[config.mk]
export PLATFORM = sky130hd
export DESIGN_NAME = pogc_top
export DESIGN_NICKNAME = d
export VERILOG_FILES = /design/src/shared/pogc_pkg.sv /design/src/core/pogc_top.sv
export SDC_FILE = /design/constraint.sdc
export NUM_CORES = 1
export LEC_CHECK = 0
export BUFFER_PORTS_ARGS = -buffer_cell sky130_fd_sc_hd__buf_4
export CORE_ASPECT_RATIO = 1.5
export CORE_MARGIN = 5
export CORE_UTILIZATION = 30
export DETAILED_ROUTE_END_ITERATION = 6
export GPL_TIMING_DRIVEN = 0
export SLEW_MARGIN = 20
export SYNTH_ARGS = -nofsm -noshare
export SYNTH_HDL_FRONTEND = slang
export SYNTH_SLANG_ARGS = --single-unit
[constraint.sdc]
create_clock -name sys_clk -period 5.9 [get_ports sys_clk]
set_clock_uncertainty 0.1 [all_clocks]
set_input_delay 0.885 -clock sys_clk [delete_from_list [all_inputs] [get_ports sys_clk]]
set_output_delay 0.885 -clock sys_clk [all_outputs]
set_load 0.05 [all_outputs]
[src/shared/pogc_pkg.sv]
// Purpose: constants and carrier types of the pixel offset/gain compensation block
// Assumes: 10-bit converter samples, 16-bit per-pixel coefficient word
// Notes:   register offsets are word addresses on the plain register port
package pogc_pkg;

   // ------------------------------------------------------------
   // widths
   // ------------------------------------------------------------
   localparam int PIX_W   = 10;
   localparam int COEF_W  = 16;
   localparam int GAIN_W  = 12;
   localparam int OFF_W   = 6;
   localparam int ADDR_W  = 4;
   localparam int DATA_W  = 16;
   localparam int GAIN_SH = 11;

   // ------------------------------------------------------------
   // limits and reset values
   // ------------------------------------------------------------
   localparam logic [PIX_W-1:0]  PIX_MAX       = 10'h3FF;
   localparam logic [PIX_W-1:0]  PIX_MIN       = 10'h000;
   localparam logic [GAIN_W-1:0] GAIN_UNITY    = 12'h800;
   localparam logic [OFF_W-1:0]  OFF_RESET     = 6'h00;

   // ------------------------------------------------------------
   // register map
   // ------------------------------------------------------------
   localparam logic [ADDR_W-1:0] REG_CTRL      = 4'h0;
   localparam logic [ADDR_W-1:0] REG_DEF_OFF   = 4'h1;
   localparam logic [ADDR_W-1:0] REG_DEF_GAIN  = 4'h2;
   localparam logic [ADDR_W-1:0] REG_STATUS    = 4'h3;
   localparam logic [ADDR_W-1:0] REG_IRQ_CLR   = 4'h4;
   localparam logic [ADDR_W-1:0] REG_IRQ_EN    = 4'h5;

   // status bits
   localparam int ST_RANGE = 0;
   localparam int ST_PIXEL = 1;
   localparam int ST_W     = 2;

   // ------------------------------------------------------------
   // carrier types
   // ------------------------------------------------------------
   typedef struct packed {
      logic valid_bit_mode;
      logic partition_select_hi;
      logic partition_select_lo;
      logic invert_output_bit;
      logic use_ext_offset;
      logic comp_enable;
   } pogc_ctrl_t;

   localparam int CTRL_W = $bits(pogc_ctrl_t);
   localparam logic [CTRL_W-1:0] CTRL_RESET = 6'h00;

   typedef struct packed {
      logic             range;
      logic             dv;
      logic [PIX_W-1:0] value;
   } pogc_pix_t;

   typedef enum logic [2:0] {
      POGC_PART_G12_O4,
      POGC_PART_G11_O5,
      POGC_PART_G10_O6,
      POGC_PART_G11_DV_O4,
      POGC_PART_G10_DV_O5
   } pogc_part_t;

endpackage

[src/core/pogc_top.sv]
// Purpose: per-pixel offset add and gain multiply with saturation
// Assumes: converter samples arrive on sys_clk; coefficient pins are asynchronous
// Notes:   two pipeline stages from accepted sample to output
//
// What this block does
// - bypass forwards sample, complemented if invert set, when disabled
// - two coefficient bytes pair into one word
// - word splits into offset, gain, valid fields
// - offset from bus or default register
// - offset sum saturates to 0..1023
// - gain stage multiplies by factor 0..2
// - gain product saturates to 0..1023
// - output is (sample plus offset) times gain
// - offset is two's complement integer
// - gain unsigned, half code is unity
// - mode zero: 12 gain, 4 offset bits
// - invert bit complements converter code
// - range flag marks pixels hitting a limit
//
// Local design decisions: the plain strobed port and the placing of the registers.
`timescale 1ns/1ps
`default_nettype none

module pogc_top
   import pogc_pkg::*;
(
   // clock and reset
   input  wire logic                          sys_clk,
   input  wire logic                          nrst,
   // register port
   input  wire logic [pogc_pkg::ADDR_W-1:0]   reg_addr,
   input  wire logic [pogc_pkg::DATA_W-1:0]   reg_wdata,
   input  wire logic                          reg_wr,
   input  wire logic                          reg_rd,
   output logic      [pogc_pkg::DATA_W-1:0]   reg_rdata,
   // converter side
   input  wire logic [pogc_pkg::PIX_W-1:0]    converter_result,
   input  wire logic                          converter_valid,
   // coefficient pins
   input  wire logic [7:0]                    coefficient_bus,
   input  wire logic                          coef_byte_strobe,
   // pixel output
   output logic      [pogc_pkg::PIX_W-1:0]    pixel_output_bus,
   output logic                               out_of_range_flag,
   output logic                               pixel_data_valid,
   output logic                               pixel_out_strobe,
   output logic                               irq
);
   import pogc_pkg::*;

   // ------------------------------------------------------------
   // registers
   // ------------------------------------------------------------
   pogc_ctrl_t           ctrl_q;
   logic [OFF_W-1:0]     def_off_q;
   logic [GAIN_W-1:0]    def_gain_q;
   logic [ST_W-1:0]      status_q;
   logic [ST_W-1:0]      irq_en_q;
   logic [ST_W-1:0]      ev_d;

   always_ff @(posedge sys_clk or negedge nrst)
   begin
      if (!nrst)
      begin
         ctrl_q     <= CTRL_RESET;
         def_off_q  <= OFF_RESET;
         def_gain_q <= GAIN_UNITY;
         irq_en_q   <= '0;
      end
      else if (reg_wr)
      begin
         if (reg_addr == REG_CTRL)
            ctrl_q <= pogc_ctrl_t'(reg_wdata[CTRL_W-1:0]);
         else if (reg_addr == REG_DEF_OFF)
            def_off_q <= reg_wdata[OFF_W-1:0];
         else if (reg_addr == REG_DEF_GAIN)
            def_gain_q <= reg_wdata[GAIN_W-1:0];
         else if (reg_addr == REG_IRQ_EN)
            irq_en_q <= reg_wdata[ST_W-1:0];
      end
   end

   // sticky status: a new event wins over a clear in the same cycle
   always_ff @(posedge sys_clk or negedge nrst)
   begin
      if (!nrst)
         status_q <= '0;
      else if (reg_wr && reg_addr == REG_IRQ_CLR)
         status_q <= (status_q & ~reg_wdata[ST_W-1:0]) | ev_d;
      else
         status_q <= status_q | ev_d;
   end

   always_ff @(posedge sys_clk or negedge nrst)
   begin
      if (!nrst)
         irq <= 1'b0;
      else
         irq <= |((status_q | ev_d) & irq_en_q);
   end

   always_ff @(posedge sys_clk or negedge nrst)
   begin
      if (!nrst)
         reg_rdata <= '0;
      else if (!reg_rd)
         reg_rdata <= '0;
      else if (reg_addr == REG_CTRL)
         reg_rdata <= DATA_W'(ctrl_q);
      else if (reg_addr == REG_DEF_OFF)
         reg_rdata <= DATA_W'(def_off_q);
      else if (reg_addr == REG_DEF_GAIN)
         reg_rdata <= DATA_W'(def_gain_q);
      else if (reg_addr == REG_STATUS)
         reg_rdata <= DATA_W'(status_q);
      else if (reg_addr == REG_IRQ_EN)
         reg_rdata <= DATA_W'(irq_en_q);
      else
         reg_rdata <= '0;
   end

   // ------------------------------------------------------------
   // coefficient pin synchroniser and byte pairing
   // ------------------------------------------------------------
   logic [8:0]           pin_s1_q;
   logic [8:0]           pin_s2_q;
   logic                 phase_q;
   logic [7:0]           first_byte_q;
   logic [COEF_W-1:0]    coef_word_q;

   always_ff @(posedge sys_clk or negedge nrst)
   begin
      if (!nrst)
      begin
         pin_s1_q <= '0;
         pin_s2_q <= '0;
      end
      else
      begin
         pin_s1_q <= {coef_byte_strobe, coefficient_bus};
         pin_s2_q <= pin_s1_q;
      end
   end

   // first byte is the high half of the word
   always_ff @(posedge sys_clk or negedge nrst)
   begin
      if (!nrst)
      begin
         phase_q      <= 1'b0;
         first_byte_q <= '0;
         coef_word_q  <= {GAIN_UNITY, 4'h0};
      end
      else if (converter_valid)
         phase_q <= 1'b0;
      else if (pin_s2_q[8])
      begin
         phase_q <= ~phase_q;
         if (!phase_q)
            first_byte_q <= pin_s2_q[7:0];
         else
            coef_word_q <= {first_byte_q, pin_s2_q[7:0]};
      end
   end

   // ------------------------------------------------------------
   // partitioning
   // ------------------------------------------------------------
   pogc_part_t           part;
   logic [GAIN_W-1:0]    ext_gain;
   logic signed [OFF_W-1:0] ext_off;
   logic                 ext_dv;

   always_comb
   begin
      if (ctrl_q.valid_bit_mode)
         part = ctrl_q.partition_select_lo ? POGC_PART_G10_DV_O5 : POGC_PART_G11_DV_O4;
      else if (ctrl_q.partition_select_hi)
         part = POGC_PART_G10_O6;
      else if (ctrl_q.partition_select_lo)
         part = POGC_PART_G11_O5;
      else
         part = POGC_PART_G12_O4;
   end

   // gain is left aligned to 12 bits so half code always means unity
   always_comb
   begin
      ext_dv = 1'b1;
      case (part)
         POGC_PART_G11_O5:
         begin
            ext_gain = {coef_word_q[15:5], 1'b0};
            ext_off  = OFF_W'(signed'(coef_word_q[4:0]));
         end
         POGC_PART_G10_O6:
         begin
            ext_gain = {coef_word_q[15:6], 2'h0};
            ext_off  = signed'(coef_word_q[5:0]);
         end
         POGC_PART_G11_DV_O4:
         begin
            ext_gain = {coef_word_q[15:5], 1'b0};
            ext_dv   = coef_word_q[4];
            ext_off  = OFF_W'(signed'(coef_word_q[3:0]));
         end
         POGC_PART_G10_DV_O5:
         begin
            ext_gain = {coef_word_q[15:6], 2'h0};
            ext_dv   = coef_word_q[5];
            ext_off  = OFF_W'(signed'(coef_word_q[4:0]));
         end
         default:
         begin
            ext_gain = coef_word_q[15:4];
            ext_off  = OFF_W'(signed'(coef_word_q[3:0]));
         end
      endcase
   end

   // ------------------------------------------------------------
   // offset stage
   // ------------------------------------------------------------
   logic [PIX_W-1:0]        sample;
   logic signed [OFF_W-1:0] off_sel;
   logic signed [PIX_W+1:0] sum;
   logic [PIX_W-1:0]        s1_val_q;
   logic [GAIN_W-1:0]       s1_gain_q;
   logic                    s1_rng_q;
   logic                    s1_dv_q;
   logic                    s1_comp_q;
   logic                    s1_vld_q;

   assign sample  = ctrl_q.invert_output_bit ? ~converter_result : converter_result;
   assign off_sel = ctrl_q.use_ext_offset ? ext_off : signed'(def_off_q);
   assign sum     = signed'({2'b00, sample}) + (PIX_W+2)'(off_sel);

   always_ff @(posedge sys_clk or negedge nrst)
   begin
      if (!nrst)
      begin
         s1_val_q  <= '0;
         s1_gain_q <= GAIN_UNITY;
         s1_rng_q  <= 1'b0;
         s1_dv_q   <= 1'b1;
         s1_comp_q <= 1'b0;
         s1_vld_q  <= 1'b0;
      end
      else
      begin
         s1_vld_q <= converter_valid;
         if (converter_valid)
         begin
            s1_comp_q <= ctrl_q.comp_enable;
            s1_gain_q <= ctrl_q.use_ext_offset ? ext_gain : def_gain_q;
            s1_dv_q   <= ctrl_q.use_ext_offset ? ext_dv : 1'b1;
            if (!ctrl_q.comp_enable)
            begin
               s1_val_q <= sample;
               s1_rng_q <= 1'b0;
            end
            else if (sum < 0)
            begin
               s1_val_q <= PIX_MIN;
               s1_rng_q <= 1'b1;
            end
            else if (sum > signed'({2'b00, PIX_MAX}))
            begin
               s1_val_q <= PIX_MAX;
               s1_rng_q <= 1'b1;
            end
            else
            begin
               s1_val_q <= sum[PIX_W-1:0];
               s1_rng_q <= 1'b0;
            end
         end
      end
   end

   // ------------------------------------------------------------
   // gain stage
   // ------------------------------------------------------------
   logic [PIX_W+GAIN_W-1:0] prod;
   logic [PIX_W+GAIN_W-1:0] scaled;
   pogc_pix_t               out_d;

   assign prod   = (PIX_W+GAIN_W)'(s1_val_q) * (PIX_W+GAIN_W)'(s1_gain_q);
   assign scaled = prod >> GAIN_SH;

   always_comb
   begin
      out_d.dv = s1_dv_q;
      if (!s1_comp_q)
      begin
         out_d.value = s1_val_q;
         out_d.range = 1'b0;
      end
      else if (prod > ((PIX_W+GAIN_W)'(PIX_MAX) << GAIN_SH))
      begin
         out_d.value = PIX_MAX;
         out_d.range = 1'b1;
      end
      else
      begin
         out_d.value = scaled[PIX_W-1:0];
         out_d.range = s1_rng_q;
      end
   end

   always_ff @(posedge sys_clk or negedge nrst)
   begin
      if (!nrst)
      begin
         pixel_output_bus  <= '0;
         out_of_range_flag <= 1'b0;
         pixel_data_valid  <= 1'b0;
         pixel_out_strobe  <= 1'b0;
      end
      else
      begin
         pixel_out_strobe <= s1_vld_q;
         if (s1_vld_q)
         begin
            pixel_output_bus  <= out_d.value;
            out_of_range_flag <= out_d.range;
            pixel_data_valid  <= out_d.dv;
         end
      end
   end

   assign ev_d[ST_RANGE] = s1_vld_q & out_d.range;
   assign ev_d[ST_PIXEL] = s1_vld_q;
endmodule

`default_nettype wire

# Word level (Yosys, flattened, before mapping)
# Cells that the tools add are included.
# totals
regBits	127
input_bits	44
output_inout_bits	30
# classes
addsub	1
n_mul	1
order_cmp	3
eq_ne	9
mux	30
bitwise	12
n_reduce_logical	13
# op_table
cell	n
10-bit two-way mux	6
12-bit two-way mux	5
22-bit by 21-bit greater-than comparator with 1-bit output (second input constant)	1
10-bit by 12-bit multiplier with 22-bit output	1
11-bit by 6-bit adder with 12-bit output	1
12-bit by 11-bit greater-than comparator with 1-bit output (second input constant)	1
12-bit by 1-bit < comparator with 1-bit output (second input constant)	1
6-bit one-hot mux with 2 select lines	1
10-bit inverter	1
1-bit two-way mux	9
3-bit AND reduction	3
4-bit by 2-bit equality test with 1-bit output (second input constant)	2
4-bit by 3-bit equality test with 1-bit output (second input constant)	2
2-bit two-way mux	4
2-bit OR reduction	4
3-bit by 2-bit equality test with 1-bit output (second input constant)	2
3-bit two-way mux	2
6-bit two-way mux	1
1-bit inverter	5
5-bit AND reduction	1
2-bit AND	2
4-bit by 1-bit equality test with 1-bit output (second input constant)	1
4-bit logical NOT	1
2-bit OR	2
10 further kinds	10

# Logic depth before layout (Yosys ltp)
# Gate-level depths: netlist (run 1).
# logic_depth
depth_word	12
depth_mapped	23
ltp_nobuf	21

# Least setup slack after synthesis (run 1)
# Ideal clock, no wire load.
# synth_path
kind	register to register
from	register s1_val_q[3]
to	register pixel_output_bus[0] (netlist bit)
setup_ns	0.082
arrival_time_ns	5.687
setup_slack_ns	0.031
path_stages_with_launch	24
n_path_buf	2
period_less_slack_ns	5.869
path_cell_list	dfrtp_1 > clkbuf_1 > nand2_1 > fa_1 > inv_1 > fa_1 > inv_1 > fa_1 > inv_1 > fa_1 > inv_1 > fa_1 > inv_1 > ha_1 > buf_6 > nand3_1 > o211ai_2 > or3_1 > a211o_1 > o211a_1 > nor4_2 > nand4b_1 > o31a_1 > a31oi_1
# synth_via
elab_chain_cells	4
# synth_lines
item	line	rtl
from (decl)	pogc_top.sv:227	logic [PIX_W-1:0] s1_val_q;
from (signal assigned)	pogc_top.sv:259	s1_val_q <= sample;
from (signal assigned)	pogc_top.sv:274	s1_val_q <= sum[PIX_W-1:0];
10-bit by 12-bit multiplier with 22-bit output (*)	pogc_top.sv:288	assign prod = (PIX_W+GAIN_W)'(s1_val_q) * (PIX_W+GAIN_W)'(s1_gain_q);
22-bit by 21-bit greater-than comparator with 1-bit output	pogc_top.sv:299	else if (prod > ((PIX_W+GAIN_W)'(PIX_MAX) << GAIN_SH))
10-bit two-way mux (*)	pogc_top.sv:299	
10-bit two-way mux (*)	pogc_top.sv:294	if (!s1_comp_q)
to (signal assigned)	pogc_top.sv:325	pixel_output_bus <= out_d.value;
to (decl)	pogc_top.sv:43	output logic [pogc_pkg::PIX_W-1:0] pixel_output_bus,
# Mark *: on every way between the ends. The rest lies on a longest branch, timed or not.
# A chain may end at the register's enable or synchronous reset.

# Worst setup path after layout (run 1)
# layout_path
from	register s1_val_q[4]
to	register pixel_output_bus[1] (netlist bit)
# Same word-level chain as after synthesis.

==> flow_summary.ini, run 1 <==
[sta]
fin_hold_ws_ps = 243.9
drv_slew = 0
fin_crit_sh_pct = 99.54
fin_ws_ps = 27.12
final-setup-viol-count = 0
fmax_ghz = 0.1703
fin_crit_ps = 5873
hold_viol = 0
rsz0062_at_grt = true
relSlewSlack_pct = 47.42
worst_pin_slew_ps = 788.8

[floorplanning]
boundaryPins = 74
die_height_um = 230.4
num_rows = 80
chipWidth_um = 156.9
core-area_mm2 = 0.03193
start_util_pct = 30.42
dieArea_mm2 = 0.03615

[placed_design]
port_buffers = 64
placed_cells_incl_taps = 1470
place_hpwl_mm = 19.71
dpl_worst_slack_ps = -782.2
gp_congestion = 0.8453

[route]
met1Wirelength_mm = 9.339
met3_wirelength_um = 741
drtPass1Iterations = 5
top_layer_used = met4
drc = 0
vias_per_cell = 4.911
wire_per_inst_um = 17.17
wl_mm = 26.50
ant_nets = 0
routed-via-count = 7577
drt_iter0_markers = 349
wl_met2_mm = 14.90

[status]
status = finished, final reports clean

[global_route]
grt_overflow = 0
grt_antenna_before_repair = 0
grt_max_degree = 76
grt_pass1_wl_mm = 42.21
grt_use_total_pct = 15.00
grt_pass1_vias = 8024

[cells_and_area]
fin_cells = 1543
drive_gt1_share_pct = 25.95
final.fill_count = 3114
utilization_pct = 38.14
areaGrowthSynthToFinish_pct = 25.38
fin_nets = 1311
final_cell_mix = 112 x buf_4, 108 x dfrtp_1, 93 x inv_1, 92 x nand2_1
antenna_cells = 0
final_common_cell = buf_4

[critical_path]
cp_data_arrival_time_ps = 6110
crit_fanout = 4
path_common_cell = fa_1
crit_required_ps = 6140
worstPathCellList = buf_6 -> and2_4 -> fa_2 -> fa_1 -> fa_1 -> fa_1 -> inv_2 -> fa_1 -> inv_2 -> ha_4 -> a21oi_4 -> a21boi_2 -> o211ai_1 -> a31oi_1 -> xnor2_1 -> nand2_1 -> buf_4 -> buf_4 -> o31a_1 -> a31oi_1
max_stage_delay_ps = 560
critPathTopFamily = adder cells
r2r_start = s1_val_q[4]
critPathBufInv = 5
slowest_stage = fa_1
critPathCaptureType = flop
path_class = reg2reg
critPathLaunchType = flop
critPathLaunch = s1_val_q[4]

[clock_network]
clk_latency_ps = 430
cts_root_buffer = clkbuf_16
clock_path_buffers = 2
cts_sinks = 123
cts.clk_slew.worst_paths_ps = 60
cts_tree = done
cts_made_buffers = 17
htree_levels = 4

[synth]
ys.warnings.count = 0
netlist_area_mm2 = 0.009713
synth_edf_count = 0
synth.avg_cell_area_um2 = 9.791
ys_types = 60
syn_inst = 992
synth_seq_cells = 123
synthArstFlopShare_pct = 100.0
synth.yosys.seq_area_share_pct = 31.74
synth_ff_type = dfrtp_1

[hold_path]
hp-start = pin_s1_q[8]
hold_path.class = reg2reg

[job]
drv_cap = 0
[synth_stat cells, types with 14 or more instances]
cell type / number / share of area, %
inv_1: 101 / 3.9
mux2i_1: 19 / 2.0
nor2_1: 66 / 2.6
nor2b_1: 14 / 0.90
o21ai_0: 31 / 1.6
mux2_2: 51 / 5.9
and2_1: 76 / 4.9
nand3_1: 16 / 0.82
a21oi_1: 42 / 2.2
nand2_1: 95 / 3.7
clkbuf_1: 42 / 1.6
dfrtp_1: 119 / 31
xnor2_1: 21 / 1.9
fa_1: 79 / 16
ha_1: 68 / 8.8
[path summary, 6_finish.rpt]
path,to,slack (ps),depth (start not counted)
max,pixel_output_bus[1],30,20
max reg2reg,pixel_output_bus[1],30,20
max in group asynchronous,s1_val_q[2],4630,2
min in group asynchronous,def_gain_q[7],290,1
min reg2reg,pin_s2_q[8],240,0
min,pin_s2_q[8],240,0
[final cells by class]
| cell class | count | area, um2 | area share (%) |
|---|---|---|---|
| repair buffers | 113 | 908.4 | 7.459 |
| inverters | 101 | 379.1 | 3.113 |
| flip-flops and latches | 123 | 3097 | 25.43 |
| clock inverters | 12 | 158.9 | 1.305 |
| clock buffers | 20 | 466.7 | 3.832 |
| well taps | 410 | 513.0 | 4.212 |
| multi-input cells | 720 | 6321 | 51.91 |
| plain buffers | 44 | 334.1 | 2.743 |
[repair_timing]
item,4_1_cts,5_1_grt
gates resized for setup,91,42
endpoints found under the hold margin,0,0
setup buffers,37,11
endpoints found under the setup margin,13,13
pin swaps,30,43
hold buffers,0,0
[stage by stage]
stage               TNS, ps  cell area [um2]
finish                    0            12180
global route         -790.9            12180
CTS                       0            11950
detailed placement    -9182            10760
global placement      -8874            10720
floorplan                 0             9724
[worst register-to-register path, stage by stage, from the launching register on]
cell	delay, ps
dfrtp_2	460
buf_6	160
and2_4	160
fa_2	470
fa_1	560
fa_1	440
fa_1	560
inv_2	50
fa_1	520
inv_2	50
ha_4	270
a21oi_4	240
a21boi_2	90
o211ai_1	340
a31oi_1	160
xnor2_1	290
nand2_1	110
buf_4	140
buf_4	120
o31a_1	330
a31oi_1	170
[sequential cells by signal, indices dropped and copies added, names as in the netlist, 2 cells and up]
| register | cells |
|---|---|
| s1_gain_q | 12 |
| first_byte_q | 8 |
| def_gain_q | 12 |
| status_q | 2 |
| irq_en_q | 2 |
| pin_s2_q | 9 |
| pixel_output_bus | 10 |
| reg_rdata | 12 |
| s1_val_q | 10 |
| def_off_q | 6 |
| coef_word_q | 16 |
| pin_s1_q | 9 |
| ctrl_q | 6 |
[kinds of logic after synthesis]
kind of cell,after synthesis,synth area share (%)
simple gates,310,15.86
compound gates,155,10.20
buf+inv,152,6.183
fa+ha+maj,147,25.04
flops,123,31.74
mux,70,7.871
xor+xnor,34,3.066
other cells,1,0.03861
[metal layers]
metal  vias to the layer above  global-route usage, %
met1                      3780                  15.32
met4                         0                  8.358
met3                        68                  2.361
met5                         -                      0
met2                       169                  28.41
li1                       3560                      -
Power of run 1 is not shown: default switching activity piles up to over one toggle a cycle in this logic, so the estimate is an artifact.
==> run 2, diff against run 1 <==
--- a/config.mk
+++ b/config.mk
@@ -11,6 +11,7 @@
 export CORE_UTILIZATION = 30
 export DETAILED_ROUTE_END_ITERATION = 6
 export GPL_TIMING_DRIVEN = 0
+export PLACE_DENSITY = 0.53
 export SLEW_MARGIN = 20
 export SYNTH_ARGS = -nofsm -noshare
 export SYNTH_HDL_FRONTEND = slang
==> run 2 against run 1 <==
Against the previous run: first-iteration DRC count down 18%; critical path depth up 2; die area unchanged; final cell count about the same; critical path type unchanged; highest routed layer unchanged.
==> flow_summary.ini, run 2 (same netlist as run 1, synthesis figures left out) <==
[status]
status = finished, final reports clean

[clock_network]
htree_levels = 4
cts_tree = done
cts_sinks = 123
cts_made_buffers = 17
cts.clk_slew.worst_paths_ps = 60
clock_path_buffers = 2
cts_root_buffer = clkbuf_16
clk_latency_ps = 430

[cells_and_area]
fin_cells = 1542
multi_input_area_mm2 = 0.006266
fin_nets = 1310
final_cell_mix = 107 x buf_4, 107 x dfrtp_1, 95 x inv_1, 93 x nand2_1, 77 x fa_1
final.fill_count = 3180
largest_reg_flops = 16
utilization_pct = 37.99
seqCellArea_mm2 = 0.003098
areaGrowthSynthToFinish_pct = 24.87
regMostFlops = coef_word_q
antenna_cells = 0
drive_gt1_share_pct = 25.71

[floorplanning]
dieArea_mm2 = 0.03615
core-area_mm2 = 0.03193
chipWidth_um = 156.9
boundaryPins = 74
num_rows = 80
die_height_um = 230.4
start_util_pct = 30.42

[critical_path]
path_common_cell = fa_1
critPathCaptureType = flop
worstPathCellList = clkbuf_8 -> and2_4 -> fa_2 -> fa_1 -> inv_1 -> fa_1 -> inv_2 -> fa_1 -> inv_2 -> fa_1 -> inv_2 -> ha_4 -> buf_6 -> a21oi_1 -> o21ai_4 -> o211a_1 -> a221o_1 -> nor4_2 -> nand4b_1 -> buf_4 -> o21a_4 -> a21oi_2
cp_data_arrival_time_ps = 6070
critPathLaunch = s1_val_q[4]
path_class = reg2reg
slowest_stage = fa_1
critPathLaunchType = flop
max_stage_delay_ps = 530
r2r_start = s1_val_q[4]
ff2ff_setup_slack_ps = 80
crit_required_ps = 6150
crit_fanout = 8

[route]
wire_per_inst_um = 17.52
vias_per_cell = 4.812
drc = 0
routed-via-count = 7420
drt_iter0_markers = 286
ant_nets = 0
drtPass1Iterations = 5
wl_mm = 27.01

[placed_design]
place_hpwl_mm = 20.26
gp_congestion = 0.8199
placed_cells_incl_taps = 1470
port_buffers = 64

[sta]
fmax_ghz = 0.1719
fin_crit_ps = 5816
drv_slew = 0
worst_pin_slew_ps = 844.4
fin_crit_sh_pct = 98.57
fin_hold_ws_ps = 237.4
fin_tns_setup_ps = 0
final-setup-viol-count = 0
relSlewSlack_pct = 43.71
rsz0062_at_grt = true
hold_viol = 0

[global_route]
grt_pass1_vias = 7987
grt_antenna_before_repair = 0
grt_use_total_pct = 15.41
grt_overflow = 0
grt_pass1_wl_mm = 42.92
grt_max_degree = 85

[job]
drv_cap = 0

[hold_path]
hold_path.class = in2async
-- run 2: worst paths after layout --
check                              end  cells past startpoint
hold / removal             pin_s2_q[7]                      1
hold reg to reg            pin_s2_q[2]                      0
setup reg to reg                   irq                     22
setup / recovery                   irq                     22
max in group asynchronous  s1_val_q[8]                      2
min in group sys_clk       pin_s2_q[2]                      0
-- run 2: layout make-up --
type / count / share of cell area [%]
flip-flops and latches: 123 / 25.54
plain buffers: 45 / 2.950
multi-input cells: 720 / 51.66
repair buffers: 111 / 7.355
inverters: 101 / 3.126
clock inverters: 14 / 1.516
clock buffers: 18 / 3.621
well taps: 410 / 4.229
-- run 2: stage by stage --
stage | setup slack, ps | cell area (um2)
3_3_place_gp | -820.7 | 10720
5_1_grt | -83.37 | 12130
4_1_cts | 1.185 | 11910
2_1_floorplan | 31.24 | 9724
3_5_place_dp | -832.5 | 10760
6_report | 84.21 | 12130
-- run 2: metal layers --
| metal | wire (um) | global-route usage [%] | vias to the layer above |
|---|---|---|---|
| met5 | 0 | 0 | - |
| met4 | 1374 | 8.277 | 0 |
| met3 | 577 | 1.967 | 60 |
| met2 | 15190 | 29.33 | 137 |
| met1 | 9864 | 16.06 | 3668 |
| li1 | - | - | 3555 |
-- run 2: worst max-delay path, delay by kind of cell (launching register included) --
family	cells	cell delay (ps)
fa+ha+maj	6	2640
compound gates	6	1340
buf+inv	7	670
simple gates	3	520
flops	1	470
-- run 2: what timing repair did --
action	4_1_cts	5_1_grt
buffers inserted	32	12
gates resized for setup	90	42
gates cloned	2	0
pin swaps	31	28
endpoints found under the setup margin	13	13
hold buffers	0	0
Power of run 2 is left out for the same reason.
==> run 3, diff against run 2 <==
--- a/config.mk
+++ b/config.mk
@@ -5,10 +5,12 @@
 export SDC_FILE = /design/constraint.sdc
 export NUM_CORES = 1
 export LEC_CHECK = 0
-export BUFFER_PORTS_ARGS = -buffer_cell sky130_fd_sc_hd__buf_4
+export ABC_AREA = 0
+export BUFFER_PORTS_ARGS = -buffer_cell sky130_fd_sc_hd__buf_2
 export CORE_ASPECT_RATIO = 1.5
 export CORE_MARGIN = 5
 export CORE_UTILIZATION = 30
+export CTS_CLUSTER_SIZE = 20
 export DETAILED_ROUTE_END_ITERATION = 6
 export GPL_TIMING_DRIVEN = 0
 export PLACE_DENSITY = 0.53
==> run 3 against run 2 <==
Against the previous run: first-iteration DRC count increased by 8.4%; sequential share of layout area increased by 0.079 points; via count unchanged; global-route usage decreased by 0.17 points; clock-buffer cell count unchanged; fmax increased by 1.0%; die area unchanged; register-to-register slack improved by 60 ps; worst hold slack got worse by 32 ps; sequential cell count unchanged; non-clock buffer count increased by 2; largest cell class unchanged.
==> flow_summary.ini, run 3 (same netlist as run 1, synthesis figures left out) <==
[cells_and_area]
largest_reg_flops = 16
areaGrowthSynthToFinish_pct = 24.49
final_common_cell = dfrtp_1
antenna_cells = 0
fin_area_mm2 = 0.01209
regMostFlops = coef_word_q
fin_cells = 1544
drive_gt1_share_pct = 26.01
fin_nets = 1312
final_cell_mix = 107 x dfrtp_1, 96 x inv_1, 94 x nand2_1, 78 x fa_1, 74 x and2_1

[placed_design]
port_buffers = 64
placed_cells_incl_taps = 1470
place_area_mm2 = 0.01061
place_hpwl_mm = 20.17
gp_congestion = 0.8291

[global_route]
use_met3_pct = 2.548
grt_pass1_wl_mm = 42.32
top_usage_layer = met2
grt_antenna_before_repair = 0
use_met1_pct = 15.72
grt_use_total_pct = 15.24
grt_pass1_vias = 7919
grt_overflow = 0
use_met2_pct = 28.60
grt_max_degree = 90

[critical_path]
cp_data_arrival_time_ps = 6010
critPathLaunch = s1_val_q[6]
ff2ff_setup_slack_ps = 140
reg2reg_to = pixel_output_bus[0]
r2r_start = s1_val_q[6]
critPathCaptureType = flop
crit_fanout = 6
path_class = reg2reg
critPathLaunchType = flop
crit_required_ps = 6150
reg2reg_depth = 19

[sta]
fin_crit_ps = 5756
final-setup-viol-count = 0
relSlewSlack_pct = 41.55
worst_pin_slew_ps = 876.7
hold_viol = 0
fin_tns_setup_ps = 0
drv_slew = 0
fin_crit_sh_pct = 97.56
fin_hold_ws_ps = 205.3
rsz0062_at_grt = true
fmax_ghz = 0.1737

[clock_network]
cts_sinks = 123
cts_tree = done
clock_path_buffers = 2
clk_latency_ps = 440
htree_levels = 4
cts_made_buffers = 17
cts.clk_slew.worst_paths_ps = 60
cts_root_buffer = clkbuf_16

[route]
wire_per_inst_um = 17.62
ant_nets = 0
drc = 0
drtPass1Iterations = 4
drt_iter0_markers = 310
vias_per_cell = 4.806
routed-via-count = 7420
wl_mm = 27.21

[floorplanning]
start_util_pct = 30.42
die_height_um = 230.4
num_rows = 80
core-area_mm2 = 0.03193
dieArea_mm2 = 0.03615
chipWidth_um = 156.9
boundaryPins = 74

[job]
drv_cap = 0

[hold_path]
hold_path.class = in2async

[status]
status = finished, final reports clean
## run 3: changes by cell type in the layout (fill, tap and decap cells not counted), sizes merged
cell / delta
clkinvlp: +1
inv: +4
clkbuf: -5
clkinv: -4
buf: +7
bufinv: -1
## run 3: per-stage QoR
stage	setup WS (ps)	utilization (%)
6_report	144.2	37.87
5_1_grt	-86.19	37.87
3_5_place_dp	-944.0	33.21
2_1_floorplan	31.24	-
3_3_place_gp	-853.8	33.06
4_1_cts	0.7345	36.73
## run 3: what timing repair did
item | 4_1_cts | 5_1_grt
pin swaps | 26 | 38
hold buffers | 0 | 0
cloned | 1 | 3
resized for setup | 85 | 56
endpoints found under the setup margin | 13 | 13
setup buffers | 30 | 15
## run 3: how the worst max path moves through the flow
| stage | end | cells after the start |
|---|---|---|
| 2_1_floorplan | pixel_output_bus[0] | 23 |
| 3_3_place_gp | irq | 20 |
| 3_5_place_dp | irq | 20 |
| 4_1_cts | pixel_output_bus[2] | 20 |
| 5_1_grt | pixel_output_bus[1] | 20 |
| 6_report | pixel_output_bus[0] | 19 |
## run 3: critical path, cell delays in order (launching register included)
cell,delay [ps]
dfrtp_2,470
buf_8,160
and2_4,130
fa_1,560
fa_1,450
fa_1,490
fa_1,540
inv_2,50
fa_1,540
inv_2,40
ha_4,250
a21oi_4,200
buf_4,150
o21ai_4,80
o211a_1,240
a221o_1,350
nor4_2,220
nand4b_1,170
o31a_1,310
a31oi_1,170
## run 3: area by class of cell
| type | instances | area, um2 |
|---|---|---|
| multi-input combinational | 720 | 6344 |
| inverter | 101 | 379.1 |
| tap | 410 | 513.0 |
| sequential | 123 | 3098 |
| clock buffer | 18 | 439.2 |
| fill | 3180 | 19840 |
| timing repair buffer | 114 | 799.5 |
| buffer | 44 | 349.1 |
| clock inverter | 14 | 170.2 |
## run 3: layer usage
layer | up-vias | routed length, um
li1 | 3555 | -
met2 | 130 | 15010
met5 | - | 0
met3 | 59 | 726
met1 | 3676 | 9962
met4 | 0 | 1508
Power of run 3 is left out for the same reason.
